==> src/rtl/rxcfg_defines.svh <==
`ifndef RXCFG_DEFINES_SVH
`define RXCFG_DEFINES_SVH

// Register offsets on the serial control port.
`define RXCFG_ADDR_ADC_MODE 8'h7c
`define RXCFG_ADDR_FSADJ 8'h7d
`define RXCFG_ADDR_TRIM_CTRL 8'h7e
`define RXCFG_ADDR_I_TRIM_HI 8'h7f
`define RXCFG_ADDR_I_TRIM_LO 8'h80
`define RXCFG_ADDR_Q_TRIM_HI 8'h81
`define RXCFG_ADDR_Q_TRIM_LO 8'h82
`define RXCFG_ADDR_LOCK 8'h84
`define RXCFG_ADDR_UPDATE 8'hff

// Field positions.
`define RXCFG_TRIM_EN_BIT 6
`define RXCFG_FINE_BIT 5
`define RXCFG_AUXCML_BIT 4
`define RXCFG_CMBUF_DIS_BIT 0
`define RXCFG_CAL_EN_BIT 0
`define RXCFG_UPDATE_BIT 0
`define RXCFG_TX_LOCK_BIT 1
`define RXCFG_RX_LOCK_BIT 0

// Reset values.
`define RXCFG_RST_BYTE 8'h00
`define RXCFG_RST_FSADJ 5'h00
`define RXCFG_RST_TRIM 10'h000

`endif

==> src/rtl/rxcfg_pkg.sv <==
package rxcfg_pkg;

  // Receive converter arrangement; Gray order along both -> I only -> Q only.
  typedef enum logic [1:0] {
    RXCFG_MODE_DUAL = 2'h0,
    RXCFG_MODE_I_ONLY = 2'h1,
    RXCFG_MODE_Q_ONLY = 2'h3
  } rxcfg_adc_mode_t;

endpackage : rxcfg_pkg

==> src/rtl/rxcfg_trim_regs.sv <==
// Functional notes
// - Trim control bit 0 set disables the input common-mode buffer, clear keeps it active.
// - The 10-bit I trim word takes bits 9:2 from the first I trim register and bits 1:0 from bits 2:1 of the second.
// - The 10-bit Q trim word is laid out the same way across the two Q trim registers.
// - Both trim words leave the gain unchanged, driven as zero, unless the trim enable is set.
// - With the fine step bit set the trim step weight is halved.
// - Bit 0 of each second trim register enables that channel's calibration DAC.
// - The lock status register shows transmit loop lock on bit 1 and receive loop lock on bit 0, read only.
// - Only a 0-to-1 change of update bit 0 starts a transfer; rewriting 1 does nothing.
// - An update copies the staged settings into the active set in one clock and applies them.
// - The full-scale range follows a 5-bit full-scale adjust field.
// - One receive converter can be powered down with the interface in single-converter mode.
// - Trim control bit 6 enables gain calibration so the trim words apply.
// - Trim control bit 5 selects the fine trim step.
`timescale 1ns/1ps
`default_nettype none
`include "rxcfg_defines.svh"

module rxcfg_trim_regs
  import rxcfg_pkg::*;
(
  input wire logic i_sys_clk,
  input wire logic i_rst,
  input wire logic i_ce,
  input wire logic i_reg_wr_en,
  input wire logic i_reg_rd_en,
  input wire logic [7:0] i_reg_addr,
  input wire logic [7:0] i_reg_wdata,
  input wire logic i_tx_delay_loop_locked,
  input wire logic i_rx_delay_loop_locked,
  output logic [7:0] o_reg_rdata,
  output logic o_cm_buffer_disable,
  output logic o_aux_cml_enable,
  output logic o_gain_trim_enable,
  output logic o_fine_trim_step,
  output logic [9:0] o_i_gain_trim_word,
  output logic [9:0] o_q_gain_trim_word,
  output logic o_i_cal_dac_enable,
  output logic o_q_cal_dac_enable,
  output logic [4:0] o_full_scale_adjust,
  output rxcfg_adc_mode_t o_adc_mode,
  output logic o_update_applied
);

  // Staged (global) register images.
  logic [7:0] mode_q;
  logic [4:0] fsadj_q;
  logic [7:0] ctrl_q;
  logic [7:0] i_hi_q;
  logic [7:0] i_lo_q;
  logic [7:0] q_hi_q;
  logic [7:0] q_lo_q;
  logic upd_bit_q;
  logic upd_go_q;
  logic [1:0] lock_meta_q;
  logic [1:0] lock_q;
  logic [9:0] i_word_d;
  logic [9:0] q_word_d;
  rxcfg_adc_mode_t mode_d;

  wire logic wr = i_ce & i_reg_wr_en;

  // Staged registers take writes at once; the converters never see them directly.
  always_ff @(posedge i_sys_clk or posedge i_rst) begin
    if (i_rst) begin
      mode_q <= `RXCFG_RST_BYTE;
      fsadj_q <= `RXCFG_RST_FSADJ;
      ctrl_q <= `RXCFG_RST_BYTE;
      i_hi_q <= `RXCFG_RST_BYTE;
      i_lo_q <= `RXCFG_RST_BYTE;
      q_hi_q <= `RXCFG_RST_BYTE;
      q_lo_q <= `RXCFG_RST_BYTE;
    end else if (wr) begin
      unique case (i_reg_addr)
        `RXCFG_ADDR_ADC_MODE: mode_q <= {6'h00, i_reg_wdata[1:0]};
        `RXCFG_ADDR_FSADJ: fsadj_q <= i_reg_wdata[4:0];
        `RXCFG_ADDR_TRIM_CTRL: ctrl_q <= {1'b0, i_reg_wdata[6:4], 3'h0, i_reg_wdata[0]};
        `RXCFG_ADDR_I_TRIM_HI: i_hi_q <= i_reg_wdata;
        `RXCFG_ADDR_I_TRIM_LO: i_lo_q <= {5'h00, i_reg_wdata[2:0]};
        `RXCFG_ADDR_Q_TRIM_HI: q_hi_q <= i_reg_wdata;
        `RXCFG_ADDR_Q_TRIM_LO: q_lo_q <= {5'h00, i_reg_wdata[2:0]};
        default: ;
      endcase
    end
  end

  // The update bit is stored so that rewriting 1 is not seen as a new edge.
  always_ff @(posedge i_sys_clk or posedge i_rst) begin
    if (i_rst) begin
      upd_bit_q <= 1'b0;
      upd_go_q <= 1'b0;
    end else if (i_ce) begin
      upd_go_q <= 1'b0;
      if (wr && i_reg_addr == `RXCFG_ADDR_UPDATE) begin
        upd_bit_q <= i_reg_wdata[`RXCFG_UPDATE_BIT];
        upd_go_q <= i_reg_wdata[`RXCFG_UPDATE_BIT] & ~upd_bit_q;
      end
    end
  end

  // Lock levels come from the analog loops, so they pass two flops first.
  always_ff @(posedge i_sys_clk or posedge i_rst) begin
    if (i_rst) begin
      lock_meta_q <= 2'h0;
      lock_q <= 2'h0;
    end else if (i_ce) begin
      lock_meta_q <= {i_tx_delay_loop_locked, i_rx_delay_loop_locked};
      lock_q <= lock_meta_q;
    end
  end

  // Trim words are zeroed unless calibration is on, so a stale word can never bend the gain.
  always_comb begin
    i_word_d = {i_hi_q, i_lo_q[2:1]};
    q_word_d = {q_hi_q, q_lo_q[2:1]};
    if (!ctrl_q[`RXCFG_TRIM_EN_BIT]) begin
      i_word_d = `RXCFG_RST_TRIM;
      q_word_d = `RXCFG_RST_TRIM;
    end
    unique case (mode_q[1:0])
      2'h1: mode_d = RXCFG_MODE_I_ONLY;
      2'h3: mode_d = RXCFG_MODE_Q_ONLY;
      default: mode_d = RXCFG_MODE_DUAL;
    endcase
  end

  // Active (local) set: loaded in one clock, one cycle after the triggering write.
  always_ff @(posedge i_sys_clk or posedge i_rst) begin
    if (i_rst) begin
      o_cm_buffer_disable <= 1'b0;
      o_aux_cml_enable <= 1'b0;
      o_gain_trim_enable <= 1'b0;
      o_fine_trim_step <= 1'b0;
      o_i_gain_trim_word <= `RXCFG_RST_TRIM;
      o_q_gain_trim_word <= `RXCFG_RST_TRIM;
      o_i_cal_dac_enable <= 1'b0;
      o_q_cal_dac_enable <= 1'b0;
      o_full_scale_adjust <= `RXCFG_RST_FSADJ;
      o_adc_mode <= RXCFG_MODE_DUAL;
      o_update_applied <= 1'b0;
    end else if (i_ce) begin
      o_update_applied <= upd_go_q;
      if (upd_go_q) begin
        o_cm_buffer_disable <= ctrl_q[`RXCFG_CMBUF_DIS_BIT];
        o_aux_cml_enable <= ctrl_q[`RXCFG_AUXCML_BIT];
        o_gain_trim_enable <= ctrl_q[`RXCFG_TRIM_EN_BIT];
        o_fine_trim_step <= ctrl_q[`RXCFG_FINE_BIT];
        o_i_gain_trim_word <= i_word_d;
        o_q_gain_trim_word <= q_word_d;
        o_i_cal_dac_enable <= i_lo_q[`RXCFG_CAL_EN_BIT];
        o_q_cal_dac_enable <= q_lo_q[`RXCFG_CAL_EN_BIT];
        o_full_scale_adjust <= fsadj_q;
        o_adc_mode <= mode_d;
      end
    end
  end

  // Read data is registered; unmapped offsets read as zero.
  always_ff @(posedge i_sys_clk or posedge i_rst) begin
    if (i_rst) begin
      o_reg_rdata <= `RXCFG_RST_BYTE;
    end else if (i_ce && i_reg_rd_en) begin
      unique case (i_reg_addr)
        `RXCFG_ADDR_ADC_MODE: o_reg_rdata <= mode_q;
        `RXCFG_ADDR_FSADJ: o_reg_rdata <= {3'h0, fsadj_q};
        `RXCFG_ADDR_TRIM_CTRL: o_reg_rdata <= ctrl_q;
        `RXCFG_ADDR_I_TRIM_HI: o_reg_rdata <= i_hi_q;
        `RXCFG_ADDR_I_TRIM_LO: o_reg_rdata <= i_lo_q;
        `RXCFG_ADDR_Q_TRIM_HI: o_reg_rdata <= q_hi_q;
        `RXCFG_ADDR_Q_TRIM_LO: o_reg_rdata <= q_lo_q;
        `RXCFG_ADDR_LOCK: o_reg_rdata <= {6'h00, lock_q};
        `RXCFG_ADDR_UPDATE: o_reg_rdata <= {7'h00, upd_bit_q};
        default: o_reg_rdata <= `RXCFG_RST_BYTE;
      endcase
    end
  end
endmodule : rxcfg_trim_regs
`default_nettype wire

==> config.mk <==
export PLATFORM = sky130hd
export DESIGN_NAME = rxcfg_trim_regs
export DESIGN_NICKNAME = d
export VERILOG_FILES = /design/src/rtl/rxcfg_pkg.sv /design/src/rtl/rxcfg_trim_regs.sv
export VERILOG_INCLUDE_DIRS = /design/src /design/src/rtl
export SDC_FILE = /design/constraint.sdc
export NUM_CORES = 1
export LEC_CHECK = 0
export CAP_MARGIN = 20
export CELL_PAD_IN_SITES_DETAIL_PLACEMENT = 0
export CELL_PAD_IN_SITES_GLOBAL_PLACEMENT = 2
export CORE_MARGIN = 2
export CORE_UTILIZATION = 43
export CTS_BUF_LIST = sky130_fd_sc_hd__clkbuf_4 sky130_fd_sc_hd__clkbuf_8
export CTS_CLUSTER_DIAMETER = 50
export DETAILED_ROUTE_END_ITERATION = 10
export DONT_BUFFER_PORTS = 1
export PLACE_DENSITY_LB_ADDON = 0.1
export SLEW_MARGIN = 20
export SYNTH_ARGS = -nofsm -noshare
export SYNTH_HDL_FRONTEND = slang
export SYNTH_SLANG_ARGS = --single-unit
==> constraint.sdc <==
create_clock -name i_sys_clk -period 2.7 [get_ports i_sys_clk]
set_input_delay 0.27 -clock i_sys_clk [delete_from_list [all_inputs] [get_ports i_sys_clk]]
set_output_delay 0.27 -clock i_sys_clk [all_outputs]
set_load 0.05 [all_outputs]
Yosys cells after proc, flatten, opt, wreduce, memory -nomap -nowiden. Cells that the tools add are included.

Register bits after elaboration: 81. Input port bits: 23. Output and inout port bits: 42. Logic and storage cells: 53.

Eq/ne operators: 11. Mux-type cells: 5. Bitwise gates (word level): 3. Reduce and logical (&&, ||, !) cells: 11.

Operators by type and width (count): 8-bit case mux with 9 select lines (1); 8-bit == test, second input constant (5); 8-bit by 7-bit == test with 1-bit output, second input constant (4); 10-bit two-way mux (2); 2-bit AND reduction (9); 2-bit case mux with 2 select lines (1); 1-bit AND (2); 2-bit by 1-bit == test with 1-bit output, second input constant (1); 2-bit == test, second input constant (1); 1-bit logical AND (2); 1-bit two-way mux (1); 1-bit inverter (1).

Logic depth before layout (Yosys ltp). Gate-level depths: netlist of the first run.

Depth in word-level cells: 3. Depth in mapped cells: 6. Mapped depth without buffers: 4.

Worst setup path after synthesis of the first run. OpenSTA, ideal clock, no wires.

Path kind: input-to-reg. Start: input i_reg_addr[7]. End: register q_hi_q[6]. Library setup time: 0.125 ns. Arrival time: 1.551 ns. Required time: 2.575 ns. Path slack: 1.024 ns. Cell stages on the path: 5. Path buffers: 1. Cells stage by stage: buf_4 -> or3b_4 -> nor3_4 -> nand3_4 -> mux2_4.

Cells in the longest elaborated chain, start to end: 2.

RTL lines: start, declared (RTL line rxcfg_trim_regs.sv:27) `input wire logic [7:0] i_reg_addr,`; 8-bit == test (RTL line rxcfg_trim_regs.sv:74) `unique case (i_reg_addr)`; 2-bit AND reduction (no line); end signal, assigned (RTL line rxcfg_trim_regs.sv:71) `` q_hi_q <= `RXCFG_RST_BYTE; ``; end signal, assigned (RTL line rxcfg_trim_regs.sv:80) `` `RXCFG_ADDR_Q_TRIM_HI: q_hi_q <= i_reg_wdata; ``; end, declared (RTL line rxcfg_trim_regs.sv:51) `logic [7:0] q_hi_q;`.

Every way passes these cells. A chain may end at the register's enable or synchronous reset.

Final worst setup path of the first run.
Start: register upd_go_q. End: register o_fine_trim_step.

Cells in the longest elaborated chain, start to end: 1.

RTL lines: start, declared (RTL line rxcfg_trim_regs.sv:54) `logic upd_go_q;`; start signal, assigned (RTL line rxcfg_trim_regs.sv:96) `` upd_go_q <= i_reg_wdata[`RXCFG_UPDATE_BIT] & ~upd_bit_q; ``; 2-bit AND reduction (no line); end signal, assigned (RTL line rxcfg_trim_regs.sv:147) `` o_fine_trim_step <= ctrl_q[`RXCFG_FINE_BIT]; ``; end, declared (RTL line rxcfg_trim_regs.sv:35) `output logic o_fine_trim_step,`.

Every way passes these cells.

==> results of run 1 <==
-- logic make-up after synthesis --
family / Yosys count
mux: 57
compound gates: 49
simple gates: 89
buf+inv: 18
flops: 81
-- Yosys cell counts, types with 2 or more instances --
library cell / count / area (um2)
a22o_1: 2 / 17.52
o21ai_0: 26 / 130.1
mux2_2: 54 / 608.1
a21oi_1: 7 / 35.03
a221oi_1: 2 / 17.52
nand2_1: 52 / 195.2
nand3b_1: 4 / 30.03
dfrtp_1: 81 / 2027
and3b_1: 2 / 17.52
nand4_1: 4 / 25.02
clkbuf_1: 12 / 45.04
a22oi_1: 2 / 15.01
a31oi_1: 3 / 18.77
nor2b_1: 2 / 12.51
nor3_1: 2 / 10.01
a21boi_0: 2 / 15.01
nor3_4: 2 / 32.53
mux2i_1: 2 / 20.02
inv_1: 5 / 18.77
a32oi_1: 2 / 17.52
o2bb2ai_1: 2 / 17.52
nor2_1: 11 / 41.29
nand2b_1: 3 / 18.77
-- how the worst min path moves through the flow --
| stage | end | slack (ns) | cells past startpoint |
|---|---|---|---|
| floorplan | q_hi_q[6] | 0.42 | 1 |
| global placement | o_q_gain_trim_word[7] | 0.30 | 1 |
| detailed placement | o_q_gain_trim_word[7] | 0.30 | 1 |
| CTS | o_update_applied | 0.02 | 1 |
| global route | o_update_applied | 0.02 | 1 |
| finish | o_update_applied | 0.03 | 1 |
-- routing by layer --
layer	vias up	part of all wire (%)	GRT usage (%)
met5	-	0	0
met3	9	5.8	5.136
li1	1038	-	-
met4	0	1.5	7.609
met1	1085	48	27.70
met2	50	45	28.27
-- final cells by class --
cell class | instances | area (um2) | share of cell area [%]
clock inverter | 3 | 65.06 | 1.692
sequential | 81 | 2027 | 52.72
clock buffer | 12 | 152.6 | 3.970
inverter | 5 | 20.02 | 0.5207
tap | 102 | 127.6 | 3.319
multi-input combinational | 195 | 1413 | 36.74
timing repair buffer | 3 | 40.04 | 1.041
-- worst max-delay path: cells and delay by family (launching register included) --
family / cells / cell delay [ns]
and+or+nand+nor: 1 / 0.68
DFF: 1 / 0.39
muxes: 1 / 0.42
-- flip-flops by register name (all words and copies together), names as in the netlist, 2 cells and up --
register	count
ctrl_q	4
fsadj_q	5
i_hi_q	8
i_lo_q	3
lock_meta_q	2
lock_q	2
mode_q	2
o_adc_mode	2
o_full_scale_adjust	5
o_i_gain_trim_word	10
o_q_gain_trim_word	10
o_reg_rdata	8
q_hi_q	8
q_lo_q	3
-- metrics by stage --
step | hold slack (ns) | cell area (um2) | utilization (%)
2_1_floorplan | 0.4185 | 3508 | -
3_3_place_gp | 0.2971 | 3607 | 46.20
3_5_place_dp | 0.3044 | 3607 | 46.20
4_1_cts | 0.01628 | 3845 | 49.25
5_1_grt | 0.02446 | 3845 | 49.25
6_report | 0.02826 | 3845 | 49.25
-- power by group --
part	switching (uW)	leakage (uW)	internal (uW)
Combinational	54.2	0.000540	42.4
Sequential	65.6	0.00111	1240
Clock	421	0.000113	561
Total	541	0.00176	1850
-- placed cells by master, fill, tap and decap left out, types with 3 or more instances in the layout --
| cell type | Yosys | final |
|---|---|---|
| a21oi_1 | 7 | 7 |
| a31oi_1 | 3 | 3 |
| clkbuf_8 | 0 | 10 |
| dfrtp_1 | 81 | 81 |
| inv_1 | 5 | 4 |
| mux2_2 | 54 | 54 |
| nand2_1 | 52 | 51 |
| nand2b_1 | 3 | 3 |
| nand3b_1 | 4 | 4 |
| nand4_1 | 4 | 4 |
| nor2_1 | 11 | 11 |
| o21ai_0 | 26 | 26 |
==> flow_summary.yaml, run 1 <==
die:
  coreArea_um2: 7807
  io_pins: 65
  dieArea_um2: 8897
  fp-row-count: 32
  die_w_um: 94.33
  die_y_um: 94.33
  start_util_pct: 44.94
grt:
  overflow: 0
  track_usage_pct: 19.40
  grt_pass1_wl_um: 12750
  grt_pass1_vias: 2279
  grt_max_degree: 56
  antenna_found_initial: 0
critical_path:
  r2r_start: "upd_go_q"
  r2r-end: "o_fine_trim_step"
  cp-start-kind: "flop"
  cp-end-kind: "flop"
  cpMaxStageDelayCell: "nand2_2"
  crit_required_ns: 2.93
  path_cells: "nand2_2, mux2_2"
  crit_type: "flop to flop"
  ff2ff_path_depth: 2
  arrival_ns: 1.87
  crit_fanout: 55
  endpoint: "o_fine_trim_step"
  cp_slowest_stage_delay_ns: 0.68
  rrSetupSlack_ns: 1.06
  crit_path_start: "upd_go_q"
synth:
  synth.net_count: 317
  synthCells: 294
  muxShareOfSynthArea_pct: 18.33
  syn-cell-area_um2: 3508
  yosys_warnings: 0
  synth_adder_area_share_pct: 0
  synth_xor_area_share_pct: 0
  ys_seq_elements: 81
  synth.distinct_cells: 33
  synth-main-ff-cell: "dfrtp_1"
  async_flop_share_pct: 100.0
  synth_edf_count: 0
  yosysSeqAreaShare_pct: 57.77
  synthSimpleGateAreaFrac_pct: 13.52
  synth-compound-area-share_pct: 8.345
  synth_top_family_by_area: "multiplexers"
  syn_area_per_cell_um2: 11.93
status:
  status: "complete, no violations"
sta:
  fin_skew_ns: 0.009829
  worst_slack_ns: 1.059
  fmax_mhz: 609.2
  rsz0062_at_grt: "no"
  fin_setup_tns_ns: 0
  setup_violations: 0
  fin_crit_sh_pct: 60.79
  finalMaxSlewViolations: 0
  relSlewSlack_pct: 36.38
  min_period_ns: 1.641
  hold_violations: 0
  worst_pin_slew_ns: 0.9510
placed_design:
  gp_congestion: 0.8148
  dpl.hpwl_um: 5515
  place_ws_ns: 0.9231
  dp_cells: 384
  port_buffers: 0
clock_network:
  cts-hold-fix-buffers: 2
  postCtsResizedCells: 0
  post_cts_buffers: 0
  cts_sinks: 81
  h-tree-depth: 3
  cts-root-buf: "clkbuf_8"
  cts_buffers: 9
  worstSkewPairLatency_ns: 0.35
  clkTransAtPathRegs_ns: 0.08
  cts_tree: "built"
  clockBufferDepth: 2
detailed_routing:
  vias: 2182
  vias_per_cell: 5.441
  drt_iter0_markers: 111
  first_pass_iters: 4
  wl_per_cell_um: 19.68
  drc: 0
  ant_nets: 0
  routed_wl_um: 7891
power:
  irDropWorstVdd_uv: 279.1
  powerDensity_nw_per_um2: 621.0
  power_uw: 2388
  power.leakage_uw: 0.001762
run:
  maxCapViolCount: 0
finish:
  finalNetCount: 318
  final_cells: 401
  antennaDiodeCount: 0
  drive_gt1_share_pct: 26.76
  area_growth_pct: 9.594
  fill_cells: 763
min_path:
  min_path_type: "input port to flop"
  hold_start: "i_ce"
No activity file was read; power rests on OpenSTA's default activity.
==> run 2, diff against run 1 <==
--- a/config.mk
+++ b/config.mk
@@ -6,11 +6,12 @@
 export SDC_FILE = /design/constraint.sdc
 export NUM_CORES = 1
 export LEC_CHECK = 0
+export ABC_AREA = 1
 export CAP_MARGIN = 20
 export CELL_PAD_IN_SITES_DETAIL_PLACEMENT = 0
 export CELL_PAD_IN_SITES_GLOBAL_PLACEMENT = 2
 export CORE_MARGIN = 2
-export CORE_UTILIZATION = 43
+export CORE_UTILIZATION = 39
 export CTS_BUF_LIST = sky130_fd_sc_hd__clkbuf_4 sky130_fd_sc_hd__clkbuf_8
 export CTS_CLUSTER_DIAMETER = 50
 export DETAILED_ROUTE_END_ITERATION = 10
==> constraint.sdc (replaced) <==
create_clock -name i_sys_clk -period 1.7 [get_ports i_sys_clk]
set_input_delay 0.17 -clock i_sys_clk [delete_from_list [all_inputs] [get_ports i_sys_clk]]
set_output_delay 0.17 -clock i_sys_clk [all_outputs]
set_load 0.05 [all_outputs]
==> flow_summary.yaml, run 2 <==
status:
  status: "complete, no violations"
sta:
  finalMaxSlewViolations: 0
  setup_violations: 0
  hold_violations: 0
  fmax_mhz: 806.4
  fin_setup_tns_ns: 0
  fin_skew_ns: 0.008557
  relSlewSlack_pct: 65.63
  min_period_ns: 1.240
  worst_pin_slew_ns: 0.5156
  rsz0062_at_grt: "no"
  fin_crit_sh_pct: 72.95
synth:
  yosysSeqAreaShare_pct: 57.65
  synth.most_common_cell: "nand2_1"
  syn_area_per_cell_um2: 8.703
  yosys_warnings: 0
  synth_edf_count: 0
  synthCells: 404
  synth-main-ff-cell: "dfrtp_1"
  synth.net_count: 427
  synth_top_cell_by_area: "dfrtp_1"
  syn-cell-area_um2: 3516
  ys_seq_elements: 81
  synth.cells.most_frequent: "nand2_1 (120), dfrtp_1 (81), inv_1 (44), o21ai_0 (41), o21ai_1 (31)"
  synth_area_leaders: "dfrtp_1 (58%), nand2_1 (13%), o21ai_0 (5.8%)"
  synth.distinct_cells: 25
  async_flop_share_pct: 100.0
  synth_top_area_share_pct: 57.65
clock_network:
  cts_buffers: 9
  clockBufferDepth: 2
  h-tree-depth: 3
  cts-root-buf: "clkbuf_8"
  cts_tree: "built"
  clkTransAtPathRegs_ns: 0.09
  worstSkewPairLatency_ns: 0.36
  post_cts_buffers: 0
  cts-hold-fix-buffers: 12
  cts_sinks: 81
  postCtsResizedCells: 0
critical_path:
  crit_path_start: "ctrl_q[6]"
  cp-end-kind: "flop"
  ff2ff_path_depth: 3
  cp-start-kind: "flop"
  rrSetupSlack_ns: 0.46
  crit_type: "flop to flop"
  r2r-end: "o_q_gain_trim_word[1]"
  crit_fanout: 10
  crit_required_ns: 1.98
  arrival_ns: 1.52
  r2r_start: "ctrl_q[6]"
die:
  coreArea_um2: 8721
  die_w_um: 98.95
  dieArea_um2: 9790
  fp-row-count: 34
  start_util_pct: 40.32
  die_y_um: 98.95
  io_pins: 65
finish:
  mostFrequentLayoutCells: "nand2_1 (120), dfrtp_1 (81), inv_1 (43)"
  final_cells: 538
  mostFrequentLayoutCell: "nand2_1"
  largest_registers: "o_i_gain_trim_word: 10 flops, o_q_gain_trim_word: 10 flops"
  finalNetCount: 448
  antennaDiodeCount: 0
  drive_gt1_share_pct: 11.40
  area_growth_pct: 13.52
detailed_routing:
  vias: 2663
  ant_nets: 0
  wl_per_cell_um: 16.27
  drt_iter0_markers: 135
  routed_wl_um: 8753
  drc: 0
  vias_per_cell: 4.950
  first_pass_iters: 4
min_path:
  whs_endpoint: "i_lo_q[2]"
  hold_start: "i_reg_wdata[2]"
  min_path_type: "input port to flop"
  hold_depth: 2
power:
  power.leakage_uw: 0.001969
  irDropWorstVdd_uv: 408.3
  powerDensity_nw_per_um2: 921.7
grt:
  grt_pass1_wl_um: 14660
  grt_pass1_vias: 2714
  track_usage_pct: 19.36
  antenna_found_initial: 0
  overflow: 0
  grt_max_degree: 49
placed_design:
  gp_congestion: 0.8878
  dp_cells: 510
  dpl.hpwl_um: 6451
  port_buffers: 0
run:
  maxCapViolCount: 0
[run 2: cell families after synthesis]
| family | Yosys count | share of synthesized area (%) |
|---|---|---|
| AND/OR/NAND/NOR | 180 | 22.63 |
| multiplexers | 1 | 0.3203 |
| flip-flops | 81 | 57.65 |
| buffers and inverters | 59 | 6.868 |
| AO/OA/AOI/OAI | 83 | 12.53 |
[run 2: area by class of cell]
class                   count  area, um2
clock buffers              10      137.6
clock inverters             6      47.55
fillers                   881       4730
inverters                  48      183.9
multi-input cells         264       1247
flip-flops and latches     81       2027
well taps                 108      135.1
repair buffers             21      212.7
[run 2: per-stage QoR]
stage	util, %	area (um2)	hold slack, ns	total power [uW]	setup WS, ns
2_1_floorplan	-	3520	0.2910	2257	0.5746
3_3_place_gp	42.27	3686	0.06227	2324	0.4519
3_5_place_dp	42.27	3686	0.06308	2328	0.4353
4_1_cts	45.77	3991	0.01457	3722	0.4168
5_1_grt	45.77	3991	0.01639	3831	0.3030
6_report	45.77	3991	0.02340	3679	0.4599
[run 2: worst max path at each step]
stage                            end  slack, ns
2_1_floorplan  o_q_gain_trim_word[0]       0.57
3_3_place_gp               i_hi_q[3]       0.45
3_5_place_dp   o_q_gain_trim_word[7]       0.44
4_1_cts        o_q_gain_trim_word[1]       0.42
5_1_grt        o_q_gain_trim_word[1]       0.30
6_report       o_q_gain_trim_word[1]       0.46
[run 2: critical path, cell delays in order (launching register included)]
cell and delay (ns):
dfrtp_1 0.50, nand2_1 0.27, buf_4 0.25, o21ai_0 0.14
[run 2: power breakdown]
| group | switching (uW) | leakage [uW] | internal (uW) |
|---|---|---|---|
| sequential | 105 | 0.00102 | 1980 |
| clock | 775 | 0.0000941 | 590 |
| combinational | 150 | 0.000857 | 77.5 |
[run 2: metal layers]
metal	global-route usage [%]	vias to the layer above	share of wire, %
met5	0	-	0
met4	5.690	0	1.2
li1	-	1323	-
met2	27.13	72	42
met1	30.08	1260	51
met3	4.043	8	5.4
